## src/rtc_pkg.sv

```systemverilog
// Package for the readout timing configuration block
package rtc_pkg;

    // ------------------------------------------------------------
    // Register offsets
    // ------------------------------------------------------------
    localparam logic [7:0] STROBE_LENGTH_CONTROL_ADDR = 8'h56;
    localparam logic [7:0] ADDRESS_CODING_DIRECTION_ADDR = 8'h57;
    localparam logic [7:0] SAMPLE_PULSE_WIDTH_ADDR = 8'h5f;
    localparam logic [7:0] RESET_PULSE_WIDTH_ADDR = 8'h60;

    // ------------------------------------------------------------
    // Reset values
    // ------------------------------------------------------------
    localparam logic [3:0] STROBE_LENGTH_RST = 4'he;
    localparam logic [3:0] ADDRESS_CODING_RST = 4'h4;
    localparam logic [5:0] SAMPLE_PULSE_RST = 6'h0a;
    localparam logic [5:0] RESET_PULSE_RST = 6'h0a;

    // ------------------------------------------------------------
    // Field positions and strobe width codes
    // ------------------------------------------------------------
    localparam int ROW_VALID_LSB = 0;
    localparam int SOF_LSB = 2;
    localparam int COL_REV_BIT = 0;
    localparam int ROW_REV_BIT = 1;
    localparam int COL_GRAY_BIT = 2;
    localparam int ROW_GRAY_BIT = 3;
    localparam logic [1:0] WIDTH_CODE_1 = 2'h0;
    localparam logic [1:0] WIDTH_CODE_8 = 2'h1;
    localparam logic [1:0] WIDTH_CODE_64 = 2'h2;
    localparam logic [1:0] WIDTH_CODE_ROW = 2'h3;

    // ------------------------------------------------------------
    // Timing counts in master clocks; zero length means full row
    // ------------------------------------------------------------
    localparam logic [6:0] LEN_FULL_ROW = 7'h00;
    localparam logic [6:0] LEN_1 = 7'h01;
    localparam logic [6:0] LEN_8 = 7'h08;
    localparam logic [6:0] LEN_64 = 7'h40;
    localparam logic [6:0] LEN_SAMPLE_MAX = 7'h40;

    // ------------------------------------------------------------
    // Array geometry
    // ------------------------------------------------------------
    localparam int COL_W = 11;
    localparam int ROW_W = 10;
    localparam logic [10:0] COL_LAST = 11'h4ff;
    localparam logic [9:0] ROW_LAST = 10'h3ff;

    // Configuration carrier
    typedef struct packed {
        logic [3:0] strobe_len;
        logic [3:0] coding;
        logic [5:0] sample_w;
        logic [5:0] reset_w;
    } rtc_cfg_type;

endpackage

```

## src/rtc_pulse.sv

```systemverilog
// Programmable width pulse generator, counted in master clocks
`timescale 1ns/1ns
module rtc_pulse
    import rtc_pkg::*;
(
    // Clock and reset
    input wire logic clk_i,
    input wire logic resetn_i,
    // Control
    input wire logic start_i,
    input wire logic row_end_i,
    input wire logic [6:0] len_i,
    // Result
    output logic pulse_o,
    output logic done_o
);

    logic active_r;
    logic full_r;
    logic [6:0] cnt_r;
    logic last_w;

    // Counted pulse ends on its last cycle, full-row pulse on row end
    assign last_w = active_r && (full_r ? row_end_i : (cnt_r == 7'h01));
    assign pulse_o = active_r;
    assign done_o = last_w && !start_i;

    // Start wins over end so back-to-back rows keep their strobe
    always_ff @(posedge clk_i or negedge resetn_i) begin
        if (!resetn_i) begin
            active_r <= 1'b0;
            full_r <= 1'b0;
            cnt_r <= 7'h00;
        end else if (start_i) begin
            active_r <= 1'b1;
            full_r <= (len_i == LEN_FULL_ROW);
            cnt_r <= len_i;
        end else if (active_r) begin
            active_r <= !last_w;
            cnt_r <= cnt_r - 7'h01;
        end
    end

endmodule

```

## src/rtc_readout_timing.sv

```systemverilog
// Readout timing and addressing configuration with strobe generation
`timescale 1ns/1ns
module rtc_readout_timing
    import rtc_pkg::*;
(
    // Clock and reset
    input wire logic clk_i,
    input wire logic resetn_i,
    // Register port from the serial interface engine
    input wire logic reg_wr_i,
    input wire logic [7:0] reg_addr_i,
    input wire logic [7:0] reg_wdata_i,
    output logic [7:0] reg_rdata_o,
    // Frame and row events from the sequencer
    input wire logic frame_start_i,
    input wire logic row_start_i,
    input wire logic row_end_i,
    input wire logic [COL_W-1:0] col_cnt_i,
    input wire logic [ROW_W-1:0] row_cnt_i,
    // Strobes and pulses
    output logic row_valid_strobe_o,
    output logic sof_strobe_o,
    output logic sample_pulse_o,
    output logic reset_pulse_o,
    // Array addresses
    output logic [COL_W-1:0] col_addr_o,
    output logic [ROW_W-1:0] row_addr_o
);

    // ------------------------------------------------------------
    // Register write and read
    // ------------------------------------------------------------
    rtc_cfg_type shadow_r;
    rtc_cfg_type shadow_nxt;
    rtc_cfg_type active_r;
    rtc_cfg_type use_w;
    logic [7:0] rdata_nxt;
    logic wr_len_w, wr_code_w, wr_shs_w, wr_shr_w;

    // Address decode
    assign wr_len_w = reg_wr_i && (reg_addr_i == STROBE_LENGTH_CONTROL_ADDR);
    assign wr_code_w = reg_wr_i &&
        (reg_addr_i == ADDRESS_CODING_DIRECTION_ADDR);
    assign wr_shs_w = reg_wr_i && (reg_addr_i == SAMPLE_PULSE_WIDTH_ADDR);
    assign wr_shr_w = reg_wr_i && (reg_addr_i == RESET_PULSE_WIDTH_ADDR);

    // Only the defined low bits are stored; the rest are dropped
    assign shadow_nxt.strobe_len =
        wr_len_w ? reg_wdata_i[3:0] : shadow_r.strobe_len;
    assign shadow_nxt.coding =
        wr_code_w ? reg_wdata_i[3:0] : shadow_r.coding;
    assign shadow_nxt.sample_w =
        wr_shs_w ? reg_wdata_i[5:0] : shadow_r.sample_w;
    assign shadow_nxt.reset_w =
        wr_shr_w ? reg_wdata_i[5:0] : shadow_r.reset_w;

    // Read mux, upper bits zero, unmapped reads zero
    assign rdata_nxt =
        (reg_addr_i == STROBE_LENGTH_CONTROL_ADDR) ?
            {4'h0, shadow_r.strobe_len} :
        (reg_addr_i == ADDRESS_CODING_DIRECTION_ADDR) ?
            {4'h0, shadow_r.coding} :
        (reg_addr_i == SAMPLE_PULSE_WIDTH_ADDR) ?
            {2'h0, shadow_r.sample_w} :
        (reg_addr_i == RESET_PULSE_WIDTH_ADDR) ?
            {2'h0, shadow_r.reset_w} : 8'h00;

    // New frame sees the freshly loaded settings in its first cycle
    assign use_w = frame_start_i ? shadow_r : active_r;

    // Shadow, live copy and read data
    always_ff @(posedge clk_i or negedge resetn_i) begin
        if (!resetn_i) begin
            shadow_r <= {STROBE_LENGTH_RST, ADDRESS_CODING_RST,
                         SAMPLE_PULSE_RST, RESET_PULSE_RST};
            active_r <= {STROBE_LENGTH_RST, ADDRESS_CODING_RST,
                         SAMPLE_PULSE_RST, RESET_PULSE_RST};
            reg_rdata_o <= 8'h00;
        end else begin
            shadow_r <= shadow_nxt;
            active_r <= use_w;
            reg_rdata_o <= rdata_nxt;
        end
    end

    // ------------------------------------------------------------
    // Width decode
    // ------------------------------------------------------------
    function automatic logic [6:0] strobe_len(input logic [1:0] code);
        logic [6:0] len;
        len = LEN_FULL_ROW;
        unique case (code)
            WIDTH_CODE_1: len = LEN_1;
            WIDTH_CODE_8: len = LEN_8;
            WIDTH_CODE_64: len = LEN_64;
            WIDTH_CODE_ROW: len = LEN_FULL_ROW;
        endcase
        return len;
    endfunction

    // Zero means the longest pulse, so no pulse can vanish
    function automatic logic [6:0] sample_len(input logic [5:0] w);
        return (w == 6'h00) ? LEN_SAMPLE_MAX : {1'b0, w};
    endfunction

    logic [6:0] rvs_len_w, sof_len_w, shs_len_w, shr_len_w;
    logic shs_done_w;

    assign rvs_len_w = strobe_len(use_w.strobe_len[ROW_VALID_LSB+:2]);
    assign sof_len_w = strobe_len(use_w.strobe_len[SOF_LSB+:2]);
    assign shs_len_w = sample_len(use_w.sample_w);
    assign shr_len_w = sample_len(use_w.reset_w);

    // ------------------------------------------------------------
    // Pulse generators
    // ------------------------------------------------------------
    rtc_pulse u_rvs (
        .clk_i(clk_i), .resetn_i(resetn_i), .start_i(row_start_i),
        .row_end_i(row_end_i), .len_i(rvs_len_w),
        .pulse_o(row_valid_strobe_o), .done_o()
    );
    rtc_pulse u_sof (
        .clk_i(clk_i), .resetn_i(resetn_i), .start_i(frame_start_i),
        .row_end_i(row_end_i), .len_i(sof_len_w),
        .pulse_o(sof_strobe_o), .done_o()
    );
    rtc_pulse u_shs (
        .clk_i(clk_i), .resetn_i(resetn_i), .start_i(row_start_i),
        .row_end_i(row_end_i), .len_i(shs_len_w),
        .pulse_o(sample_pulse_o), .done_o(shs_done_w)
    );
    // Reset sample follows the signal sample, so both fit in one row
    rtc_pulse u_shr (
        .clk_i(clk_i), .resetn_i(resetn_i), .start_i(shs_done_w),
        .row_end_i(row_end_i), .len_i(shr_len_w),
        .pulse_o(reset_pulse_o), .done_o()
    );

    // ------------------------------------------------------------
    // Address direction and coding
    // ------------------------------------------------------------
    logic [COL_W-1:0] col_dir_w, col_nxt;
    logic [ROW_W-1:0] row_dir_w, row_nxt;

    assign col_dir_w = use_w.coding[COL_REV_BIT] ?
                       (COL_LAST - col_cnt_i) : col_cnt_i;
    assign row_dir_w = use_w.coding[ROW_REV_BIT] ?
                       (ROW_LAST - row_cnt_i) : row_cnt_i;
    assign col_nxt = use_w.coding[COL_GRAY_BIT] ?
                     (col_dir_w ^ (col_dir_w >> 1)) : col_dir_w;
    assign row_nxt = use_w.coding[ROW_GRAY_BIT] ?
                     (row_dir_w ^ (row_dir_w >> 1)) : row_dir_w;

    // Registered addresses avoid glitches on the decoder lines
    always_ff @(posedge clk_i or negedge resetn_i) begin
        if (!resetn_i) begin
            col_addr_o <= '0;
            row_addr_o <= '0;
        end else begin
            col_addr_o <= col_nxt;
            row_addr_o <= row_nxt;
        end
    end

    // ------------------------------------------------------------
    // Checks
    // ------------------------------------------------------------
    // A row start on the last strobe cycle may raise it again at once
    AST_RVS_ONE: assert property (@(posedge clk_i)
        disable iff (!resetn_i)
        row_start_i && rvs_len_w == LEN_1
        |=> row_valid_strobe_o
        ##1 (!row_valid_strobe_o || $past(row_start_i)))
        else $error("row valid strobe not one clock");
    AST_RVS_EIGHT: assert property (@(posedge clk_i)
        disable iff (!resetn_i)
        row_start_i && rvs_len_w == LEN_8 ##1 !row_start_i[*8]
        |=> !row_valid_strobe_o && $past(row_valid_strobe_o, 8))
        else $error("row valid strobe not eight clocks");
    AST_RVS_FULL: assert property (@(posedge clk_i)
        disable iff (!resetn_i)
        row_valid_strobe_o && row_end_i && !row_start_i
        && rvs_len_w == LEN_FULL_ROW |=> !row_valid_strobe_o)
        else $error("full row strobe outlives row end");
    AST_SOF_64: assert property (@(posedge clk_i)
        disable iff (!resetn_i)
        frame_start_i && sof_len_w == LEN_64 |-> ##64 sof_strobe_o
        ##1 (!sof_strobe_o || $past(frame_start_i)))
        else $error("sof strobe not 64 clocks");
    AST_SOF_FULL: assert property (@(posedge clk_i)
        disable iff (!resetn_i)
        sof_strobe_o && row_end_i && !frame_start_i
        && sof_len_w == LEN_FULL_ROW |=> !sof_strobe_o)
        else $error("full row sof outlives row end");
    AST_COL_ADDR: assert property (@(posedge clk_i)
        disable iff (!resetn_i)
        !use_w.coding[COL_GRAY_BIT] && use_w.coding[COL_REV_BIT]
        |=> col_addr_o == COL_LAST - $past(col_cnt_i))
        else $error("column reverse address wrong");
    AST_ROW_GRAY: assert property (@(posedge clk_i)
        disable iff (!resetn_i)
        use_w.coding[ROW_GRAY_BIT] && !use_w.coding[ROW_REV_BIT]
        |=> row_addr_o == ($past(row_cnt_i) ^ ($past(row_cnt_i) >> 1)))
        else $error("row gray address wrong");
    // Rows are spaced wider than the longest pulse, so no restart here
    AST_SHS_ZERO: assert property (@(posedge clk_i)
        disable iff (!resetn_i)
        row_start_i && use_w.sample_w == 6'h00
        |-> ##64 sample_pulse_o ##1 !sample_pulse_o)
        else $error("zero sample width not maximal");
    AST_SHR_AFTER: assert property (@(posedge clk_i)
        disable iff (!resetn_i)
        shs_done_w |=> reset_pulse_o && !sample_pulse_o)
        else $error("reset pulse does not follow sample");
    AST_UPPER_ZERO: assert property (@(posedge clk_i)
        disable iff (!resetn_i)
        $past(reg_addr_i) == STROBE_LENGTH_CONTROL_ADDR
        |-> reg_rdata_o[7:4] == 4'h0)
        else $error("unused bits read nonzero");
    // Stored low bits come back, the two dropped bits read zero
    AST_SHS_READ: assert property (@(posedge clk_i)
        disable iff (!resetn_i)
        $past(wr_shs_w) && reg_addr_i == SAMPLE_PULSE_WIDTH_ADDR
        |=> reg_rdata_o == {2'h0, $past(reg_wdata_i[5:0], 2)})
        else $error("sample width read back wrong");
    AST_FRAME_HOLD: assert property (@(posedge clk_i)
        disable iff (!resetn_i)
        !frame_start_i |=> active_r == $past(active_r))
        else $error("setting changed inside frame");

endmodule

```

## config.mk

```make
export PLATFORM = sky130hd
export DESIGN_NAME = rtc_readout_timing
export DESIGN_NICKNAME = d
export VERILOG_FILES = /design/src/rtc_pkg.sv /design/src/rtc_pulse.sv /design/src/rtc_readout_timing.sv
export SDC_FILE = /design/constraint.sdc
export NUM_CORES = 1
export LEC_CHECK = 0
export BUFFER_PORTS_ARGS = -buffer_cell sky130_fd_sc_hd__buf_2
export CORE_UTILIZATION = 56
export CTS_BUF_LIST = sky130_fd_sc_hd__clkbuf_8 sky130_fd_sc_hd__clkbuf_16
export CTS_CLUSTER_DIAMETER = 200
export DETAILED_ROUTE_END_ITERATION = 16
export HOLD_SLACK_MARGIN = 0.12
export PLACE_DENSITY = 0.79
export SLEW_MARGIN = 20
export SYNTH_ARGS = -nofsm -noshare
export SYNTH_HDL_FRONTEND = slang
export SYNTH_SLANG_ARGS = --single-unit
```

## constraint.sdc

```tcl
create_clock -name clk_i -period 2.3 [get_ports clk_i]
set_input_delay 0.115 -clock clk_i [delete_from_list [all_inputs] [get_ports clk_i]]
set_output_delay 0.115 -clock clk_i [all_outputs]
set_load 0.02 [all_outputs]
```

==> results of run 1 <==
[through the flow]
step           utilization, %  power, uW
2_1_floorplan               -       3360
3_3_place_gp             64.8       3660
3_5_place_dp             64.8       3740
4_1_cts                  72.4       5000
5_1_grt                  72.4       5300
6_report                 72.4       4990
[area by class of cell]
cell class / count / share of cell area, %
flip-flops and latches: 101 / 45.0
inverters: 18 / 1.20
repair buffers: 116 / 14.2
clock inverters: 4 / 0.819
clock buffers: 12 / 2.92
multi-input cells: 256 / 33.6
well taps: 102 / 2.26
[flip-flops by register name, summed over array words and instances (netlist names), 6 cells and up]
| name | count |
|---|---|
| shadow_r | 20 |
| active_r | 18 |
| col_addr_o | 11 |
| row_addr_o | 10 |
| u_rvs.cnt_r | 7 |
| u_shr.cnt_r | 7 |
| u_shs.cnt_r | 7 |
| u_sof.cnt_r | 7 |
| reg_rdata_o | 6 |
[what timing repair did]
action / 4_1_cts / 5_1_grt
buffers inserted: 0 / 0
hold buffers: 38 / 0
hold endpoints to repair: 85 / 0
gates resized for setup: 0 / 0
[worst register-to-register path, cell delays in order (launching register included)]
cell and delay, ps:
dfstp_2 570, mux2i_1 160, buf_4 230, o21ai_0 340, xnor2_1 150, dlygate4sd3_1 580
[cell usage in the layout (no fill, tap or decap), types with 3 or more instances in the layout]
| cell type | netlist | layout |
|---|---|---|
| buf_2 | 4 | 70 |
| dfrtp_1 | 87 | 87 |
| buf_4 | 2 | 7 |
| a21oi_1 | 9 | 9 |
| nand2_1 | 31 | 31 |
| nor2_1 | 19 | 19 |
| o21ai_0 | 31 | 31 |
| a22oi_1 | 3 | 3 |
| nand3_1 | 6 | 6 |
| xor2_1 | 13 | 13 |
| mux2_2 | 40 | 40 |
| dfstp_2 | 14 | 14 |
| clkbuf_8 | 0 | 12 |
| a21o_1 | 3 | 3 |
| inv_1 | 18 | 19 |
| xnor2_1 | 33 | 33 |
| mux2i_1 | 9 | 9 |
| nor4_1 | 4 | 4 |
| ha_1 | 9 | 9 |
| nor3_1 | 9 | 9 |
| dlygate4sd3_1 | 0 | 38 |
| nor4b_1 | 5 | 5 |
[power groups by stage]
stage                     sequential (uW)  clock, uW  combinational, uW
after floorplan                      2450          0                904
after global placement               2410          0               1250
after detailed placement             2430          0               1310
after CTS                            2400       1200               1400
after global routing                 2450       1280               1570
final                                2410       1180               1410
[kinds of logic after synthesis]
group           synth area share [%]
compound gates                  7.26
xor+xnor                        8.78
fa+ha+maj                       2.46
buf+inv                         3.22
flops                           55.5
mux                             11.8
other cells                   0.0818
simple gates                    10.9
[per-layer routing]
layer | up-vias | track usage, % | share of wire (%)
li1 | 1558 | - | -
met1 | 1665 | 31.9 | 43
met2 | 93 | 45.4 | 51
met3 | 21 | 4.68 | 3.8
met4 | 0 | 10.4 | 2.4
met5 | - | 0 | 0
[final timing paths]
kind	slack [ps]	endpoint	from
max	130	col_addr_o[6]	shadow_r[14]
min	130	col_addr_o[8]	col_cnt_i[9]
max reg2reg	130	col_addr_o[6]	shadow_r[14]
min reg2reg	520	reg_rdata_o[1]	shadow_r[7]
max in group asynchronous	1240	shadow_r[18]	resetn_i
min in group asynchronous	310	row_addr_o[2]	resetn_i
==> flow_summary.toml, run 1 <==
[outcome]
status = "completed"

[drt]
viasPerCell = 5.48
wl_per_cell_um = 16.6
via_count = 3337
antenna_violating_nets_post_route = 0
dr.pass1.iters = 5
postRouteWirelength_mm = 10.1
detail_route.iter0.violations = 167
drt_drc_violations_left = 0

[clock_tree]
clock_insertion_delay_at_the_later_pin_of_the_skew_report_ps = 370
cts_max_path_buffers = 2
htree_levels = 3
cts_root_buf = "clkbuf_8"
clkTransAtPathRegs_ps = 90
clock_tree_from_tritoncts = "yes"
numCtsBuffers = 9
clock-sinks = 101

[logic_synthesis]
synth_top_cells_by_count = "dfrtp_1 (87), mux2_2 (40), xnor2_1 (33)"
synth.largest_area_cell = "dfrtp_1"
post_synth_edffs = 0
synth.area.top_cells = "dfrtp_1 (47%), mux2_2 (9.8%), dfstp_2 (8.0%)"
ys_async_sr_fraction_pct = 100
yosysMostFrequentCell = "dfrtp_1"
netlist_instances = 390
ys_seq_elements = 101
synthesis.yosys.warnings = 0
synth_sequential_area_ratio_pct = 55.5
postSynth.topFlopCell = "dfrtp_1"
synthesis.area_per_instance_um2 = 11.8
synthDominantCellAreaShare_pct = 47.5
yosysUniqueCellTypes = 49
netlist_area_um2 = 4590

[timing]
final.setup_skew_ps = 12.4
timing_hold_violations_final = 0
final.setup.tns_ps = 0
max_slew_margin_pct = 54.5
timing.final.setup_violations = 0
fin_hold_ws_ps = 131
finalCritPeriodShare_pct = 94.3
timing_max_transition_violations_final = 0
worstMarginPinSlew_ps = 683
shortest_clock_period_the_worst_path_allows_after_layout_ps = 2170
fmax_ghz = 0.461
post-route-worst-setup-slack_ps = 131
unrepaired_setup_endpoints_after_global_routing = "false"

[grt]
grt_max_degree = 52
grt_first_pass_wirelength_mm = 17.0
via_count_of_the_first_global_routing_pass = 3608
grt_antenna_before_repair = 0
grt_use_total_pct = 26.0
grt_overflow = 0

[floorplan]
dieWidth_um = 92.5
fp.dieH_um = 92.5
start_util_pct = 58.7
design.portCount = 76
dieArea_um2 = 8560
std_cell_rows = 32
design.core.area_um2 = 7810

[setup_path]
path_depth = 5
crit_fanout = 7
timing.critical_path.max_delay_family = "buffers and inverters"
end_kind = "flip-flop"
timing.critical_path.required_ps = 2540
criticalPathCategory = "flip-flop to flip-flop"
worst_ep_arrival_time_ps = 2410
critPathBufInv = 2
cpPeakStageDelay_ps = 580
slowest_stage = "dlygate4sd3_1"
r2r_cells = 5
start_kind = "flip-flop"
cells_along_the_critical_path = "mux2i_1 > buf_4 > o21ai_0 > xnor2_1 > dlygate4sd3_1"

[place]
gp_congestion = 0.801
dpl_cell_area_um2 = 5060
detailed_place_hpwl_mm = 6.22
placement.setup.worst_slack_ps = 170
io_buffers = 71
placed_cells = 555

[pwr]
internal_power_uw = 3390
power.ir.vdd_worst_v = 0.000467
p_per_area_nw_per_um2 = 883
part_of_the_total_power_dissipated_in_the_clock_network_pct = 23.6
p_sw_uw = 1600
power.sequential.fraction_pct = 48.2
power.switching_fraction_pct = 32.2
p_leak_uw = 0.00270
p_comb_share_pct = 28.2

[hold_path]
min-delay-path-class = "input pin to flip-flop"
hold_path_depth = 4

[layout]
layout.nets = 554
fill_cells = 545
insertedDiodeCount = 0
count_of_non_filler_cells_in_the_finished_layout = 609
multiInputGateArea_um2 = 1900
post-route-cell-area_um2 = 5650
regArea_um2 = 2540
post_route_cells_drive_above_1_share_pct = 30.0
area_delta_synth_final_pct = 23.2

[job]
max_cap_violations = 0
No activity file was read; power rests on OpenSTA's default activity.
==> run 2: changes to the inputs <==
==> constraint.sdc (replaced) <==
create_clock -name clk_i -period 2.3 [get_ports clk_i]
set_input_delay 0.46 -clock clk_i [delete_from_list [all_inputs] [get_ports clk_i]]
set_output_delay 0.46 -clock clk_i [all_outputs]
set_load 0.02 [all_outputs]
==> flow_summary.toml, run 2 (same netlist as run 1, synthesis figures left out) <==
[outcome]
status = "completed"

[setup_path]
worst_ep_arrival_time_ps = 2300
end_kind = "flip-flop"
crit_fanout = 9
start_kind = "flip-flop"
criticalPathCategory = "flip-flop to flip-flop"
rr_endpoint = "u_shr.cnt_r[4]"
timing.critical_path.required_ps = 2550
reg2reg_slack_ps = 250
r2r_cells = 4
reg2reg_start = "u_shs.cnt_r[4]"

[drt]
via_count = 3128
antenna_violating_nets_post_route = 0
viasPerCell = 5.42
dr.pass1.iters = 4
wl_per_cell_um = 15.4
detail_route.iter0.violations = 117
drt_drc_violations_left = 0
postRouteWirelength_mm = 8.89

[pwr]
power.switching_fraction_pct = 33.0
power.ir.vdd_worst_v = 0.000443
p_leak_uw = 0.00256
power.sequential.fraction_pct = 49.9
part_of_the_total_power_dissipated_in_the_clock_network_pct = 22.6
internal_power_uw = 3230
p_comb_share_pct = 27.4
p_per_area_nw_per_um2 = 907
p_sw_uw = 1590

[hold_path]
min-delay-path-class = "input pin to flip-flop"
hold_path_depth = 2
hold_path_end = "col_addr_o[0]"
hold_path_startpoint = "col_cnt_i[0]"

[clock_tree]
clock-sinks = 101
clock_insertion_delay_at_the_later_pin_of_the_skew_report_ps = 360
cts_max_path_buffers = 2
cts_root_buf = "clkbuf_8"
clock_tree_from_tritoncts = "yes"
htree_levels = 3
clkTransAtPathRegs_ps = 100
numCtsBuffers = 9

[floorplan]
dieWidth_um = 92.5
std_cell_rows = 32
design.core.area_um2 = 7810
start_util_pct = 58.7
fp.dieH_um = 92.5
dieArea_um2 = 8560
design.portCount = 76

[timing]
fin_hold_ws_ps = 277
timing_max_transition_violations_final = 0
worstMarginPinSlew_ps = 592
shortest_clock_period_the_worst_path_allows_after_layout_ps = 2050
post-route-worst-setup-slack_ps = 251
max_slew_margin_pct = 60.0
finalCritPeriodShare_pct = 89.1
unrepaired_setup_endpoints_after_global_routing = "false"
final.setup_skew_ps = 8.88
timing_hold_violations_final = 0
final.setup.tns_ps = 0
fmax_ghz = 0.488
timing.final.setup_violations = 0

[grt]
grt_antenna_before_repair = 0
grt_max_degree = 34
grt_use_total_pct = 23.4
grt_overflow = 0
grt_first_pass_wirelength_mm = 15.3
via_count_of_the_first_global_routing_pass = 3199

[layout]
fill_cells = 610
layout.nets = 522
largest_regs = "shadow_r: 20 flops, active_r: 18 flops, col_addr_o: 11 flops"
commonest_cells_after_routing_fill_and_taps_aside = "dfrtp_1 (87), buf_2 (70), mux2_2 (40)"
largest_register = "shadow_r"
largest_register_ffs = 20
post_route_cells_drive_above_1_share_pct = 33.5
layout.cells.most_common = "dfrtp_1"
layout.core_utilization_pct = 68.0
insertedDiodeCount = 0
area_delta_synth_final_pct = 15.8

[place]
io_buffers = 71
placement.setup.worst_slack_ps = 173
detailed_place_hpwl_mm = 6.40
gp_congestion = 0.748

[job]
max_cap_violations = 0
==> run 2: cell types whose count changed in the layout (fill, tap and decap cells not counted) <==
| cell | before | now |
|---|---|---|
| inv_1 | 19 | 18 |
| clkinv_4 | 0 | 1 |
| clkinvlp_4 | 1 | 3 |
| nor4_1 | 4 | 3 |
| nor4_2 | 0 | 1 |
| buf_4 | 7 | 12 |
| bufinv_16 | 1 | 0 |
| dlygate4sd3_1 | 38 | 1 |
| clkinv_2 | 1 | 0 |
==> run 2: area by class of cell <==
| class | count | area (um2) | share of cell area [%] |
|---|---|---|---|
| timing repair buffer | 84 | 470 | 8.86 |
| clock inverter | 4 | 31.3 | 0.589 |
| sequential | 101 | 2540 | 47.9 |
| multi-input combinational | 256 | 1900 | 35.9 |
| clock buffer | 12 | 165 | 3.11 |
| inverter | 18 | 67.6 | 1.27 |
| tap | 102 | 128 | 2.40 |
==> run 2: stage by stage <==
stage	power, uW	cell area, um2	cells
6_report	4820	5310	577
5_1_grt	5140	5310	577
4_1_cts	4850	5310	577
3_5_place_dp	3740	5100	560
3_3_place_gp	3670	5100	560
2_1_floorplan	3360	4590	391
==> run 2: critical path: stages, from the launching register on <==
cell	delay [ps]
dfrtp_1	430
nor4_2	400
a22oi_1	160
or3b_1	590
mux2_2	360
==> run 2: worst max path at each step <==
stage / start / endpoint / slack [ps] / cells past startpoint
2_1_floorplan: reg_addr_i[6] / shadow_r[12] / 270 / 5
4_1_cts: u_shs.cnt_r[3] / u_shr.cnt_r[4] / 140 / 4
3_5_place_dp: u_shs.cnt_r[3] / u_shr.cnt_r[4] / 170 / 4
3_3_place_gp: u_shs.cnt_r[3] / u_shr.cnt_r[5] / 210 / 4
6_report: u_shs.cnt_r[4] / u_shr.cnt_r[4] / 250 / 4
5_1_grt: u_shs.cnt_r[3] / u_shr.cnt_r[4] / 130 / 4
==> run 2: power groups by stage <==
stage	clock network, uW	logic (uW)	registers [uW]
4_1_cts	1120	1330	2400
5_1_grt	1190	1490	2450
6_report	1090	1320	2410
3_3_place_gp	0	1260	2410
3_5_place_dp	0	1310	2430
2_1_floorplan	0	904	2450
==> run 2: repair_timing <==
item,4_1_cts,5_1_grt
setup endpoints to repair,0,5
endpoints found under the hold margin,24,0
setup buffers,0,0
hold buffers,1,0
resized for setup,0,1
==> run 2: metal layers <==
layer | track usage [%] | vias to the layer above | share of wire (%)
li1 | - | 1490 | -
met1 | 30.5 | 1553 | 44
met2 | 38.8 | 76 | 49
met3 | 4.76 | 9 | 5.5
met4 | 8.59 | 0 | 1.3
met5 | 0 | - | 0
==> run 3: changes to the inputs <==
Settings changed: CORE_UTILIZATION 56 to 58, CTS_BUF_LIST sky130_fd_sc_hd__clkbuf_8 sky130_fd_sc_hd__clkbuf_16 to sky130_fd_sc_hd__clkbuf_4 sky130_fd_sc_hd__clkbuf_8, MAX_ROUTING_LAYER set to met4, PLACE_DENSITY 0.79 to 0.82.
==> flow_summary.toml, run 3 (same netlist as run 1, synthesis figures left out) <==
[timing]
unrepaired_setup_endpoints_after_global_routing = "false"
timing.final.setup_violations = 0
max_slew_margin_pct = 60.8
final.setup.tns_ps = 0
shortest_clock_period_the_worst_path_allows_after_layout_ps = 2060
worstMarginPinSlew_ps = 579
timing_hold_violations_final = 0
fmax_ghz = 0.486
finalCritPeriodShare_pct = 89.5
timing_max_transition_violations_final = 0
final.setup_skew_ps = 10.9

[grt]
via_count_of_the_first_global_routing_pass = 3199
grt_overflow = 0
grt_first_pass_wirelength_mm = 15.2
grt_use_total_pct = 24.3
grt_antenna_before_repair = 1
grt_max_degree = 44

[floorplan]
design.core.area_um2 = 7690
design.portCount = 76
fp.dieH_um = 90.9
dieArea_um2 = 8270
start_util_pct = 59.7
dieWidth_um = 90.9
std_cell_rows = 32

[clock_tree]
cts-resized-gates = 0
clock-sinks = 101
clkTransAtPathRegs_ps = 100
cts_max_path_buffers = 2
post_cts.repair.setup_buffers = 0
cts_root_buf = "clkbuf_8"
clock_insertion_delay_at_the_later_pin_of_the_skew_report_ps = 360
numCtsBuffers = 9
htree_levels = 3
clock_tree_from_tritoncts = "yes"

[setup_path]
criticalPathCategory = "flip-flop to flip-flop"
timing.critical_path.required_ps = 2540
end_kind = "flip-flop"
start_kind = "flip-flop"
worst_ep_arrival_time_ps = 2300
crit_fanout = 9

[drt]
wl_per_cell_um = 15.5
dr.pass1.iters = 4
detail_route.iter0.violations = 115
postRouteWirelength_mm = 8.97
viasPerCell = 5.40
drt_drc_violations_left = 0
via_count = 3123
antenna_violating_nets_post_route = 0

[pwr]
part_of_the_total_power_dissipated_in_the_clock_network_pct = 26.1
power.ir.vdd_worst_v = 0.000481
internal_power_uw = 3490
p_sw_uw = 1580
p_comb_share_pct = 26.4
power.sequential.fraction_pct = 47.5
p_per_area_nw_per_um2 = 947
p_leak_uw = 0.00258
power.switching_fraction_pct = 31.2

[layout]
area_delta_synth_final_pct = 16.7
post_route_cells_drive_above_1_share_pct = 33.3
largest_regs = "shadow_r: 20 flops, active_r: 18 flops, col_addr_o: 11 flops"
post-route-cell-area_um2 = 5350
largest_register = "shadow_r"
layout.cells.most_common = "dfrtp_1"
largest_register_ffs = 20
layout.core_utilization_pct = 69.6
fill_cells = 565
commonest_cells_after_routing_fill_and_taps_aside = "dfrtp_1 (87), buf_2 (70), mux2_2 (40)"
layout.nets = 522

[job]
max_cap_violations = 0

[outcome]
status = "completed"

[place]
io_buffers = 71
detailed_place_hpwl_mm = 6.34
dpl_cell_area_um2 = 5100
gp_congestion = 0.810

[hold_path]
min-delay-path-class = "input pin to flip-flop"
## run 3: layer usage
layer	track usage (%)	vias to the layer above	wire (um)
met2	38.9	78	4400
met3	5.95	15	378
met1	31.2	1539	4040
met4	7.01	0	153
met5	-	-	0
li1	-	1491	-
## run 3: stage by stage
step / hold WS, ps / total power, uW / cells / setup WS [ps]
final: 279 / 5070 / 578 / 241
after global routing: 258 / 5380 / 578 / 218
after CTS: 263 / 5110 / 577 / 264
after detailed placement: 470 / 3770 / 560 / 186
after global placement: 465 / 3690 / 560 / 255
after floorplan: 164 / 3360 / 391 / 269
## run 3: final timing paths
check | endpoint | slack (ps) | cells after the start | start
max reg2reg | u_shr.cnt_r[2] | 240 | 4 | u_shs.cnt_r[3]
max in group asynchronous | active_r[17] | 970 | 3 | resetn_i
min reg2reg | reg_rdata_o[3] | 520 | 2 | shadow_r[9]
min | col_addr_o[0] | 280 | 2 | col_cnt_i[0]
min in group asynchronous | u_rvs.cnt_r[5] | 610 | 2 | resetn_i
max | u_shr.cnt_r[2] | 240 | 4 | u_shs.cnt_r[3]
## run 3: critical path: stages (launching register included)
cell and delay [ps]:
dfrtp_1 430, nor4_1 430, a22oi_1 150, or3b_1 580, mux2_2 350
## run 3: power groups by stage
stage | logic (uW) | clock network [uW] | registers, uW
after CTS | 1350 | 1350 | 2400
after detailed placement | 1330 | 0 | 2430
after global placement | 1280 | 0 | 2410
final | 1340 | 1320 | 2410
after floorplan | 904 | 0 | 2450
after global routing | 1510 | 1430 | 2450
## run 3: area by class of cell
type | count | area [um2] | area share, %
Multi-Input combinational cell | 256 | 1900 | 35.5
Tap cell | 102 | 128 | 2.38
Inverter | 18 | 67.6 | 1.26
Sequential cell | 101 | 2540 | 47.5
Antenna cell | 1 | 2.50 | 0.0467
Timing Repair Buffer | 84 | 470 | 8.79
Clock buffer | 10 | 131 | 2.45
Clock inverter | 6 | 111 | 2.08
## run 3: repair_timing
action                                  4_1_cts  5_1_grt
endpoints found under the hold margin        33        0
hold buffers                                  1        0
endpoints found under the setup margin        0        0
